**config.mk**
```make
export PLATFORM = sky130hd
export DESIGN_NAME = cbfa_alu
export DESIGN_NICKNAME = d
export VERILOG_FILES = /design/src/hdl/cbfa_field_unit.v /design/src/hdl/cbfa_alu.v
export VERILOG_INCLUDE_DIRS = /design/src /design/src/pkg
export SDC_FILE = /design/constraint.sdc
export NUM_CORES = 2
export LEC_CHECK = 0
export ABC_AREA = 0
export BUFFER_PORTS_ARGS = -buffer_cell sky130_fd_sc_hd__buf_4
export CAP_MARGIN = 10
export CORE_MARGIN = 8
export CORE_UTILIZATION = 45
export DETAILED_ROUTE_END_ITERATION = 10
export PLACE_DENSITY_LB_ADDON = 0.12
export SLEW_MARGIN = 30
export SYNTH_ARGS = -nofsm -noshare
export SYNTH_HDL_FRONTEND = slang
export SYNTH_SLANG_ARGS = --single-unit
```
**constraint.sdc**
```tcl
create_clock -name ref_clk -period 15.8 [get_ports ref_clk]
set_input_delay 1.58 -clock ref_clk [delete_from_list [all_inputs] [get_ports ref_clk]]
set_output_delay 1.58 -clock ref_clk [all_outputs]
set_load 0.01 [all_outputs]
```
**src/pkg/cbfa_alu_map.vh**
```
// instruction fields and encodings of the custom alu
`ifndef CBFA_ALU_MAP_VH
`define CBFA_ALU_MAP_VH

// ========
// instruction word fields
`define CBFA_F_OPC 6:0
`define CBFA_F_F3 14:12
`define CBFA_F_F7 31:25
`define CBFA_F_SEL2 31:30
`define CBFA_F_WIDTH 29:25
`define CBFA_F_WIDTH_HI 29:27
`define CBFA_F_OFFS 24:20
`define CBFA_F_RS2 24:20
`define CBFA_F_GROUP 1:0

// ========
// second-source field parameters
`define CBFA_B_WIDTH 9:5
`define CBFA_B_OFFS 4:0

// ========
// major opcodes and funct3
`define CBFA_OPC_IMM 7'h5b
`define CBFA_OPC_REG 7'h2b
`define CBFA_F3_EXTINS 3'h0
`define CBFA_F3_CLRSET 3'h1
`define CBFA_F3_ADDN 3'h2
`define CBFA_F3_SUBN 3'h3
`define CBFA_F3_REG 3'h3

// ========
// top two-bit selector values
`define CBFA_SEL_00 2'h0
`define CBFA_SEL_01 2'h1
`define CBFA_SEL_10 2'h2
`define CBFA_SEL_11 2'h3

// ========
// funct7 codes of the register group
`define CBFA_F7_SEXT_R 7'h18
`define CBFA_F7_ZEXT_R 7'h19
`define CBFA_F7_INS_R 7'h1a
`define CBFA_F7_CLR_R 7'h1c
`define CBFA_F7_SET_R 7'h1d
`define CBFA_F7_ROR 7'h20
`define CBFA_F7_FF1 7'h21
`define CBFA_F7_FL1 7'h22
`define CBFA_F7_CLB 7'h23
`define CBFA_F7_CNT 7'h24
`define CBFA_F7_ABS 7'h28
`define CBFA_F7_SLE 7'h29
`define CBFA_F7_SLEU 7'h2a
`define CBFA_F7_MIN 7'h2b
`define CBFA_F7_MINU 7'h2c
`define CBFA_F7_MAX 7'h2d
`define CBFA_F7_MAXU 7'h2e
`define CBFA_F7_EXTHS 7'h2f
`define CBFA_F7_EXTHZ 7'h30
`define CBFA_F7_EXTBS 7'h31
`define CBFA_F7_EXTBZ 7'h32
`define CBFA_F7_CLIP 7'h38
`define CBFA_F7_CLIPU 7'h39
`define CBFA_F7_CLIPR 7'h3a
`define CBFA_F7_CLIPUR 7'h3b

// ========
// field unit selectors
`define CBFA_FS_SEXT 3'h0
`define CBFA_FS_ZEXT 3'h1
`define CBFA_FS_INS 3'h2
`define CBFA_FS_CLR 3'h3
`define CBFA_FS_SET 3'h4
`define CBFA_FS_BREV 3'h5

// ========
// constants
`define CBFA_ZERO 32'h0000_0000
`define CBFA_ONE 32'h0000_0001
`define CBFA_RS2_ZERO 5'h00
`define CBFA_HI3_ZERO 3'h0
`define CBFA_MSB 5'h1f
`define CBFA_NONE 6'h20
`define CBFA_GRP_2 2'h1
`define CBFA_GRP_3 2'h2

`endif

```
**src/hdl/cbfa_field_unit.v**
```verilog
// bit-field extract, insert, clear, set and grouped bit reverse
`timescale 1ns/10ps
`include "cbfa_alu_map.vh"

module cbfa_field_unit (
    input wire [31:0] src_a,
    input wire [31:0] src_d,
    input wire [4:0] width_imm,
    input wire [4:0] offset_imm,
    input wire [2:0] fsel,
    output reg [31:0] result
);
    wire [5:0] hi_sum;
    wire [4:0] hi_bit, top_bit;
    wire [31:0] shifted, shl, mask, low_mask, rev1, rev2, rev3;
    wire sign_bit;

    // field end clamps at bit 31
    assign hi_sum = {1'b0, width_imm} + {1'b0, offset_imm};
    assign hi_bit = hi_sum[5] ? `CBFA_MSB : hi_sum[4:0];
    assign top_bit = hi_bit - offset_imm;
    assign shifted = src_a >> offset_imm;
    assign shl = src_a << offset_imm;
    assign sign_bit = shifted[top_bit];

    // ========
    // per-bit masks and reverse networks
    genvar i;
    generate
        for (i = 0; i < 32; i = i + 1) begin : g_bit
            localparam [4:0] IDX = i;
            localparam integer R2 = 30 - i + 2 * (i % 2);
            localparam integer R3 = 29 - 3 * (i / 3) + (i % 3);
            assign mask[i] = (IDX >= offset_imm) && (IDX <= hi_bit);
            assign low_mask[i] = (IDX <= top_bit);
            assign rev1[i] = shl[31 - i];
            assign rev2[i] = shl[R2];
            // radix-8 leaves the top two bits with no group
            if (i < 30) begin : g_r3
                assign rev3[i] = shl[R3];
            end else begin : g_r3z
                assign rev3[i] = 1'b0;
            end
        end
    endgenerate

    // ========
    // result select
    always @* begin
        case (fsel)
            `CBFA_FS_SEXT: result = (shifted & low_mask) | (sign_bit ? ~low_mask : `CBFA_ZERO);
            `CBFA_FS_ZEXT: result = shifted & low_mask;
            `CBFA_FS_INS: result = (src_d & ~mask) | (shl & mask);
            `CBFA_FS_CLR: result = src_a & ~mask;
            `CBFA_FS_SET: result = src_a | mask;
            `CBFA_FS_BREV: begin
                // group code 3 behaves as single-bit groups
                if (width_imm[`CBFA_F_GROUP] == `CBFA_GRP_2) begin
                    result = rev2;
                end else if (width_imm[`CBFA_F_GROUP] == `CBFA_GRP_3) begin
                    result = rev3;
                end else begin
                    result = rev1;
                end
            end
            default: result = `CBFA_ZERO;
        endcase
    end
endmodule

```
**src/hdl/cbfa_alu.v**
```verilog
// custom alu: decode and datapath for bit-field, general and normalise operations
//
// Operation
// - imm funct3 000: selector 00/01/10 = signed, unsigned extract, insert.
// - imm funct3 001: selector 00/01/11 = clear, set, grouped reverse.
// - reg funct7 18..1d: register-parameter extract, insert, clear, set.
// - absolute value negates a negative source.
// - set-less-or-equal gives 1 or 0, signed and unsigned.
// - minimum: first source if strictly less, else second.
// - maximum: second source if first strictly less, else first.
// - sign or zero extend low half-word or byte.
// - signed imm clip saturates to -2^(n-1) and 2^(n-1)-1.
// - imm zero gives bounds -1 and 0.
// - unsigned imm clip: non-positive gives 0, top 2^(n-1)-1.
// - signed reg clip bounds -(rs2+1) and rs2.
// - unsigned reg clip: non-positive gives 0, top rs2.
// - add, shift right: arithmetic signed, logical unsigned.
// - rounded add adds 2^(n-1) before the shift.
// - rounding term zero for zero shift.
// - subtract, shift right: arithmetic or logical.
// - rounded subtract adds 2^(n-1) before the shift.
// - signed extract extends from the field top bit.
// - clear/set keep bits outside the field.
// - find-last-one gives bit index, 32 for zero.
`timescale 1ns/10ps
`include "cbfa_alu_map.vh"

module cbfa_alu (
    input wire ref_clk,
    input wire reset,
    input wire instr_valid,
    input wire [31:0] instr_word,
    input wire [31:0] src_a,
    input wire [31:0] src_b,
    input wire [31:0] src_d,
    output wire result_valid,
    output wire [31:0] result_data,
    output wire illegal_instr
);
    // ========
    // operation codes
    localparam [4:0] OP_NONE = 5'h00,
        OP_FIELD_IMM = 5'h01,
        OP_FIELD_REG = 5'h02,
        OP_ROR = 5'h03,
        OP_FF1 = 5'h04,
        OP_FL1 = 5'h05,
        OP_CLB = 5'h06,
        OP_CNT = 5'h07,
        OP_ABS = 5'h08,
        OP_SLE = 5'h09,
        OP_SLEU = 5'h0a,
        OP_MIN = 5'h0b,
        OP_MINU = 5'h0c,
        OP_MAX = 5'h0d,
        OP_MAXU = 5'h0e,
        OP_EXTHS = 5'h0f,
        OP_EXTHZ = 5'h10,
        OP_EXTBS = 5'h11,
        OP_EXTBZ = 5'h12,
        OP_CLIP = 5'h13,
        OP_CLIPU = 5'h14,
        OP_CLIPR = 5'h15,
        OP_CLIPUR = 5'h16,
        OP_NORM = 5'h17;

    reg result_valid_reg;
    reg [31:0] result_data_reg;
    reg illegal_reg;
    reg [4:0] op_sel;
    reg [2:0] fsel;
    reg claim;
    reg bad;
    reg [31:0] alu_res;
    reg [5:0] ff1_cnt, fl1_cnt, clb_cnt, pop_cnt;
    reg clb_stop;
    integer k;

    wire [6:0] opc = instr_word[`CBFA_F_OPC];
    wire [2:0] f3 = instr_word[`CBFA_F_F3];
    wire [6:0] f7 = instr_word[`CBFA_F_F7];
    wire [1:0] sel2 = instr_word[`CBFA_F_SEL2];
    wire rs2_zero = (instr_word[`CBFA_F_RS2] == `CBFA_RS2_ZERO);
    wire [4:0] imm_w = instr_word[`CBFA_F_WIDTH];
    wire [4:0] imm_o = instr_word[`CBFA_F_OFFS];
    wire [31:0] field_res;
    wire [63:0] rot_dbl;
    wire lt_s, lt_u;
    wire [31:0] clip_pow, clip_hi, rnd_term, norm_sum, norm_res;

    // ========
    // decode
    always @* begin
        op_sel = OP_NONE;
        fsel = `CBFA_FS_SEXT;
        claim = 1'b0;
        bad = 1'b0;
        if (opc == `CBFA_OPC_IMM) begin
            claim = 1'b1;
            op_sel = OP_FIELD_IMM;
            case (f3)
                `CBFA_F3_EXTINS: begin
                    case (sel2)
                        `CBFA_SEL_00: fsel = `CBFA_FS_SEXT;
                        `CBFA_SEL_01: fsel = `CBFA_FS_ZEXT;
                        `CBFA_SEL_10: fsel = `CBFA_FS_INS;
                        default: bad = 1'b1;
                    endcase
                end
                `CBFA_F3_CLRSET: begin
                    case (sel2)
                        `CBFA_SEL_00: fsel = `CBFA_FS_CLR;
                        `CBFA_SEL_01: fsel = `CBFA_FS_SET;
                        `CBFA_SEL_11: begin
                            fsel = `CBFA_FS_BREV;
                            bad = (instr_word[`CBFA_F_WIDTH_HI] != `CBFA_HI3_ZERO);
                        end
                        default: bad = 1'b1;
                    endcase
                end
                `CBFA_F3_ADDN: op_sel = OP_NORM;
                `CBFA_F3_SUBN: op_sel = OP_NORM;
                default: bad = 1'b1;
            endcase
        end else if (opc == `CBFA_OPC_REG) begin
            claim = 1'b1;
            op_sel = OP_FIELD_REG;
            if (f3 != `CBFA_F3_REG) begin
                bad = 1'b1;
            end else begin
                case (f7)
                    `CBFA_F7_SEXT_R: fsel = `CBFA_FS_SEXT;
                    `CBFA_F7_ZEXT_R: fsel = `CBFA_FS_ZEXT;
                    `CBFA_F7_INS_R: fsel = `CBFA_FS_INS;
                    `CBFA_F7_CLR_R: fsel = `CBFA_FS_CLR;
                    `CBFA_F7_SET_R: fsel = `CBFA_FS_SET;
                    `CBFA_F7_ROR: op_sel = OP_ROR;
                    `CBFA_F7_FF1: op_sel = OP_FF1;
                    `CBFA_F7_FL1: op_sel = OP_FL1;
                    `CBFA_F7_CLB: op_sel = OP_CLB;
                    `CBFA_F7_CNT: op_sel = OP_CNT;
                    `CBFA_F7_ABS: op_sel = OP_ABS;
                    `CBFA_F7_SLE: op_sel = OP_SLE;
                    `CBFA_F7_SLEU: op_sel = OP_SLEU;
                    `CBFA_F7_MIN: op_sel = OP_MIN;
                    `CBFA_F7_MINU: op_sel = OP_MINU;
                    `CBFA_F7_MAX: op_sel = OP_MAX;
                    `CBFA_F7_MAXU: op_sel = OP_MAXU;
                    `CBFA_F7_EXTHS: op_sel = OP_EXTHS;
                    `CBFA_F7_EXTHZ: op_sel = OP_EXTHZ;
                    `CBFA_F7_EXTBS: op_sel = OP_EXTBS;
                    `CBFA_F7_EXTBZ: op_sel = OP_EXTBZ;
                    `CBFA_F7_CLIP: op_sel = OP_CLIP;
                    `CBFA_F7_CLIPU: op_sel = OP_CLIPU;
                    `CBFA_F7_CLIPR: op_sel = OP_CLIPR;
                    `CBFA_F7_CLIPUR: op_sel = OP_CLIPUR;
                    default: bad = 1'b1;
                endcase
                // single-source forms insist on a zero second field
                case (f7)
                    `CBFA_F7_FF1, `CBFA_F7_FL1, `CBFA_F7_CLB, `CBFA_F7_CNT,
                    `CBFA_F7_ABS, `CBFA_F7_EXTHS, `CBFA_F7_EXTHZ,
                    `CBFA_F7_EXTBS, `CBFA_F7_EXTBZ: begin
                        if (!rs2_zero) begin
                            bad = 1'b1;
                        end
                    end
                    default: begin
                    end
                endcase
            end
        end
    end

    // ========
    // bit-field unit
    cbfa_field_unit u_field (
        .src_a(src_a),
        .src_d(src_d),
        .width_imm(op_sel == OP_FIELD_REG ? src_b[`CBFA_B_WIDTH] : imm_w),
        .offset_imm(op_sel == OP_FIELD_REG ? src_b[`CBFA_B_OFFS] : imm_o),
        .fsel(fsel),
        .result(field_res)
    );

    // ========
    // scan operations
    always @* begin
        ff1_cnt = `CBFA_NONE;
        fl1_cnt = `CBFA_NONE;
        pop_cnt = 6'h00;
        clb_cnt = 6'h00;
        clb_stop = 1'b0;
        for (k = 31; k >= 0; k = k - 1) begin
            if (src_a[k]) begin
                ff1_cnt = k[5:0];
            end
        end
        for (k = 0; k < 32; k = k + 1) begin
            if (src_a[k]) begin
                fl1_cnt = k[5:0];
                pop_cnt = pop_cnt + 6'h01;
            end
        end
        // counting from bit 30 yields the count minus one directly
        for (k = 30; k >= 0; k = k - 1) begin
            if (!clb_stop && (src_a[k] == src_a[31])) begin
                clb_cnt = clb_cnt + 6'h01;
            end else begin
                clb_stop = 1'b1;
            end
        end
        if (src_a == `CBFA_ZERO) begin
            clb_cnt = 6'h00;
        end
    end

    // ========
    // arithmetic helpers
    assign rot_dbl = {src_a, src_a} >> src_b[`CBFA_B_OFFS];
    assign lt_s = $signed(src_a) < $signed(src_b);
    assign lt_u = src_a < src_b;
    // (1 << n) >> 1 is 2^(n-1) and zero for n = 0
    assign clip_pow = (`CBFA_ONE << imm_o) >> 1;
    assign clip_hi = (clip_pow == `CBFA_ZERO) ? `CBFA_ZERO : clip_pow - `CBFA_ONE;
    assign rnd_term = sel2[1] ? ((`CBFA_ONE << imm_w) >> 1) : `CBFA_ZERO;
    // sums wrap at 32 bits before the shift
    assign norm_sum = (f3 == `CBFA_F3_SUBN) ? src_a - src_b + rnd_term
                                            : src_a + src_b + rnd_term;
    assign norm_res = sel2[0] ? norm_sum >> imm_w
                              : $unsigned($signed(norm_sum) >>> imm_w);

    // ========
    // result select
    always @* begin
        case (op_sel)
            OP_FIELD_IMM, OP_FIELD_REG: alu_res = field_res;
            OP_ROR: alu_res = rot_dbl[31:0];
            OP_FF1: alu_res = {26'h000_0000, ff1_cnt};
            OP_FL1: alu_res = {26'h000_0000, fl1_cnt};
            OP_CLB: alu_res = {26'h000_0000, clb_cnt};
            OP_CNT: alu_res = {26'h000_0000, pop_cnt};
            OP_ABS: alu_res = src_a[31] ? `CBFA_ZERO - src_a : src_a;
            OP_SLE: alu_res = (lt_s || src_a == src_b) ? `CBFA_ONE : `CBFA_ZERO;
            OP_SLEU: alu_res = (lt_u || src_a == src_b) ? `CBFA_ONE : `CBFA_ZERO;
            OP_MIN: alu_res = lt_s ? src_a : src_b;
            OP_MINU: alu_res = lt_u ? src_a : src_b;
            OP_MAX: alu_res = lt_s ? src_b : src_a;
            OP_MAXU: alu_res = lt_u ? src_b : src_a;
            OP_EXTHS: alu_res = {{16{src_a[15]}}, src_a[15:0]};
            OP_EXTHZ: alu_res = {16'h0000, src_a[15:0]};
            OP_EXTBS: alu_res = {{24{src_a[7]}}, src_a[7:0]};
            OP_EXTBZ: alu_res = {24'h00_0000, src_a[7:0]};
            OP_CLIP: begin
                if ($signed(src_a) <= $signed(~clip_hi)) begin
                    alu_res = ~clip_hi;
                end else if ($signed(src_a) >= $signed(clip_hi)) begin
                    alu_res = clip_hi;
                end else begin
                    alu_res = src_a;
                end
            end
            OP_CLIPU: begin
                if ($signed(src_a) <= $signed(`CBFA_ZERO)) begin
                    alu_res = `CBFA_ZERO;
                end else if ($signed(src_a) >= $signed(clip_hi)) begin
                    alu_res = clip_hi;
                end else begin
                    alu_res = src_a;
                end
            end
            OP_CLIPR: begin
                // -(b + 1) is the bitwise inverse of b
                if ($signed(src_a) <= $signed(~src_b)) begin
                    alu_res = ~src_b;
                end else if ($signed(src_a) >= $signed(src_b)) begin
                    alu_res = src_b;
                end else begin
                    alu_res = src_a;
                end
            end
            OP_CLIPUR: begin
                if ($signed(src_a) <= $signed(`CBFA_ZERO)) begin
                    alu_res = `CBFA_ZERO;
                end else if ($signed(src_a) >= $signed(src_b)) begin
                    alu_res = src_b;
                end else begin
                    alu_res = src_a;
                end
            end
            OP_NORM: alu_res = norm_res;
            default: alu_res = `CBFA_ZERO;
        endcase
    end

    // ========
    // output stage
    always @(posedge ref_clk) begin
        if (reset) begin
            result_valid_reg <= 1'b0;
            result_data_reg <= `CBFA_ZERO;
            illegal_reg <= 1'b0;
        end else begin
            result_valid_reg <= instr_valid && claim && !bad;
            // an illegal word never writes a result
            result_data_reg <= (instr_valid && claim && !bad) ? alu_res : `CBFA_ZERO;
            illegal_reg <= instr_valid && claim && bad;
        end
    end

    assign result_valid = result_valid_reg;
    assign result_data = result_data_reg;
    assign illegal_instr = illegal_reg;
endmodule

```
==> flow_summary.ini <==
[run_status]
outcome = complete, but fails checks
violations = setup timing

[clock_network]
cts_htree_levels = 2
path_clk_slew_ns = 0.07
cts_root_buffer = clkbuf_16
holdBufCountCts = 0
cts_buffer_depth = 2
tritoncts = yes
cts_sinks = 34
cts_buffers = 5

[sta]
post-route-period-util_pct = 106
hold_slack_ns = 1.60
hold_viol = 0
rsz0062_at_grt = true
fmax_mhz = 59.8
tns_ns = -3.83
worst_slew_pin_slew_ns = 1.22
setup_viol = 5
slew_viol_final = 0
slew-limit-headroom_pct = 18.9
fin_ws_ns = -0.925
period_needed_ns = 16.72

[grt]
grt_pass1_vias = 38000
grt_max_degree = 61
antenna_found_initial = 8
grt_usage_pct = 41.6
overflow = 0
grt_pass1_wl_um = 258000

[power_and_ir_drop]
power_density_mw_per_mm2 = 203
ir_worst_vdd_mv = 0.494
leakagePower_nw = 15.9

[logic_synthesis]
ys.flop_type = dfxtp_1
synth.distinct_cells = 102
ys_ff_latch = 34
async_flop_share_pct = 0
netlist_instances = 4985
synth_area_leaders = ha_1 (10%), nand2_1 (7.1%), a21oi_1 (6.7%)
synth_common_cells = nand2_1 (616), nor2_1 (505), a21oi_1 (441)
yosysMostFrequentCell = nand2_1
syn_avg_cell_area_um2 = 6.58
synth_edf_count = 0
synth_nets = 5451
ys_warn_count = 0
synth_top_area_share_pct = 10.3
syn_area_mm2 = 0.0328
yosys.area.top_type = ha_1
synth_sequential_area_ratio_pct = 2.08

[drt]
drtIter0Drc = 5852
drtAntennaViolNets = 0
num_vias = 41800
finalWirelength_um = 182000
via_per_inst = 6.84
drtPass1Iterations = 10
wl_per_cell_um = 29.7
drc = 0

[critical_path]
path_class = input pin to flop
path_max_fanout = 3
slowest_delay_ns = 0.36
slowest_stage = a221o_1
critPathBufInv = 14
arrival_ns = 16.96
cp-start-kind = input pin
critPathTopFamily = compound AO/OA/AOI/OAI gates
worstPathRequired_ns = 16.03
end_kind = flop

[floorplanning]
core_mm2 = 0.0726
rows = 99
start_util_pct = 45.2
dieArea_mm2 = 0.0818
die_y_um = 286
die_w_um = 286
ios = 165

[place]
postPlaceCellArea_mm2 = 0.0358
dp_slack_ns = -1.20
hpwlAfterDp_um = 141000
port-buffer-count = 154
place_congestion = 1.08

[layout]
fin_area_mm2 = 0.0372
drive_gt1_share_pct = 14.5
nFillCells = 7527
nNetsFinal = 5605
syn_to_final_growth_pct = 13.5
largest_register_ffs = 32
final_util_pct = 51.3

[hold_path]
hold_class = input pin to flop

[flow_run]
drv_cap = 0
## power breakdown
part | internal, mW | switching [mW]
Sequential | 0.0857 | 0.0000166
Clock | 0.0909 | 0.0469
Combinational | 3.55 | 3.80
Total | 3.72 | 3.84
## timing repair
item / CTS / global route
pin swaps: 54 / 47
setup endpoints to repair: 5 / 5
setup buffers: 70 / 24
gates resized for setup: 42 / 52
## layout by cell type, fill, tap and decap left out, drive strengths merged, types with 66 or more instances in the layout
cell type / netlist / routed
a211oi: 66 / 66
a21oi: 441 / 441
buf: 69 / 477
ha: 270 / 270
inv: 300 / 297
mux2i: 195 / 195
nand2: 616 / 616
nand3: 142 / 142
nor2: 507 / 507
nor3: 127 / 127
o211ai: 74 / 74
o21ai: 427 / 427
o22ai: 75 / 75
xnor2: 209 / 209
xor2: 70 / 70
## stage by stage
step / total power, mW / instances
5_1_grt: 7.96 / 6099
6_report: 7.57 / 6108
3_5_place_dp: 5.59 / 5997
4_1_cts: 6.45 / 6075
2_1_floorplan: 3.80 / 4985
3_3_place_gp: 5.55 / 5996
## path summary, 6_finish.rpt
check	startpoint	endpoint	cells after the start
worst min-delay path	reset	illegal_instr$_SDFF_PP0_	3
worst max-delay path	src_a[0]	result_data[5]$_SDFF_PP0_	88
## cell families (layout without fill, tap and decap cells)
kind of cell	Yosys count	in the layout	synth area share, %
muxes	276	276	10.2
DFF	34	34	2.08
AOI/OAI and AO/OA	1654	1654	32.3
adders and majority gates	337	337	14.3
xor gates and xnor gates	304	304	9.56
and+or+nand+nor	1734	1734	24.0
other	0	9	0
buffers and inverters	646	801	7.49
## per-layer routing
metal  vias up  track usage, %  share of wire (%)
met1     19700            52.8                 39
met2      2843            62.3                 42
met5         -               0              0.019
met3       721            11.4                 12
li1      18500               -                  -
met4         6            25.3                7.9
## final cells by class
class                           count  area [µm²]  area share [%]
Sequential cell                    34         681            1.83
Inverter                          316        1190            3.21
Clock buffer                        5         125           0.336
Tap cell                          959        1200            3.22
Antenna cell                        9        22.5          0.0605
Clock inverter                      3        68.8           0.185
Timing Repair Buffer              477        3610            9.69
Multi-Input combinational cell   4305       30300            81.5
(Power assumes the default switching activity.)
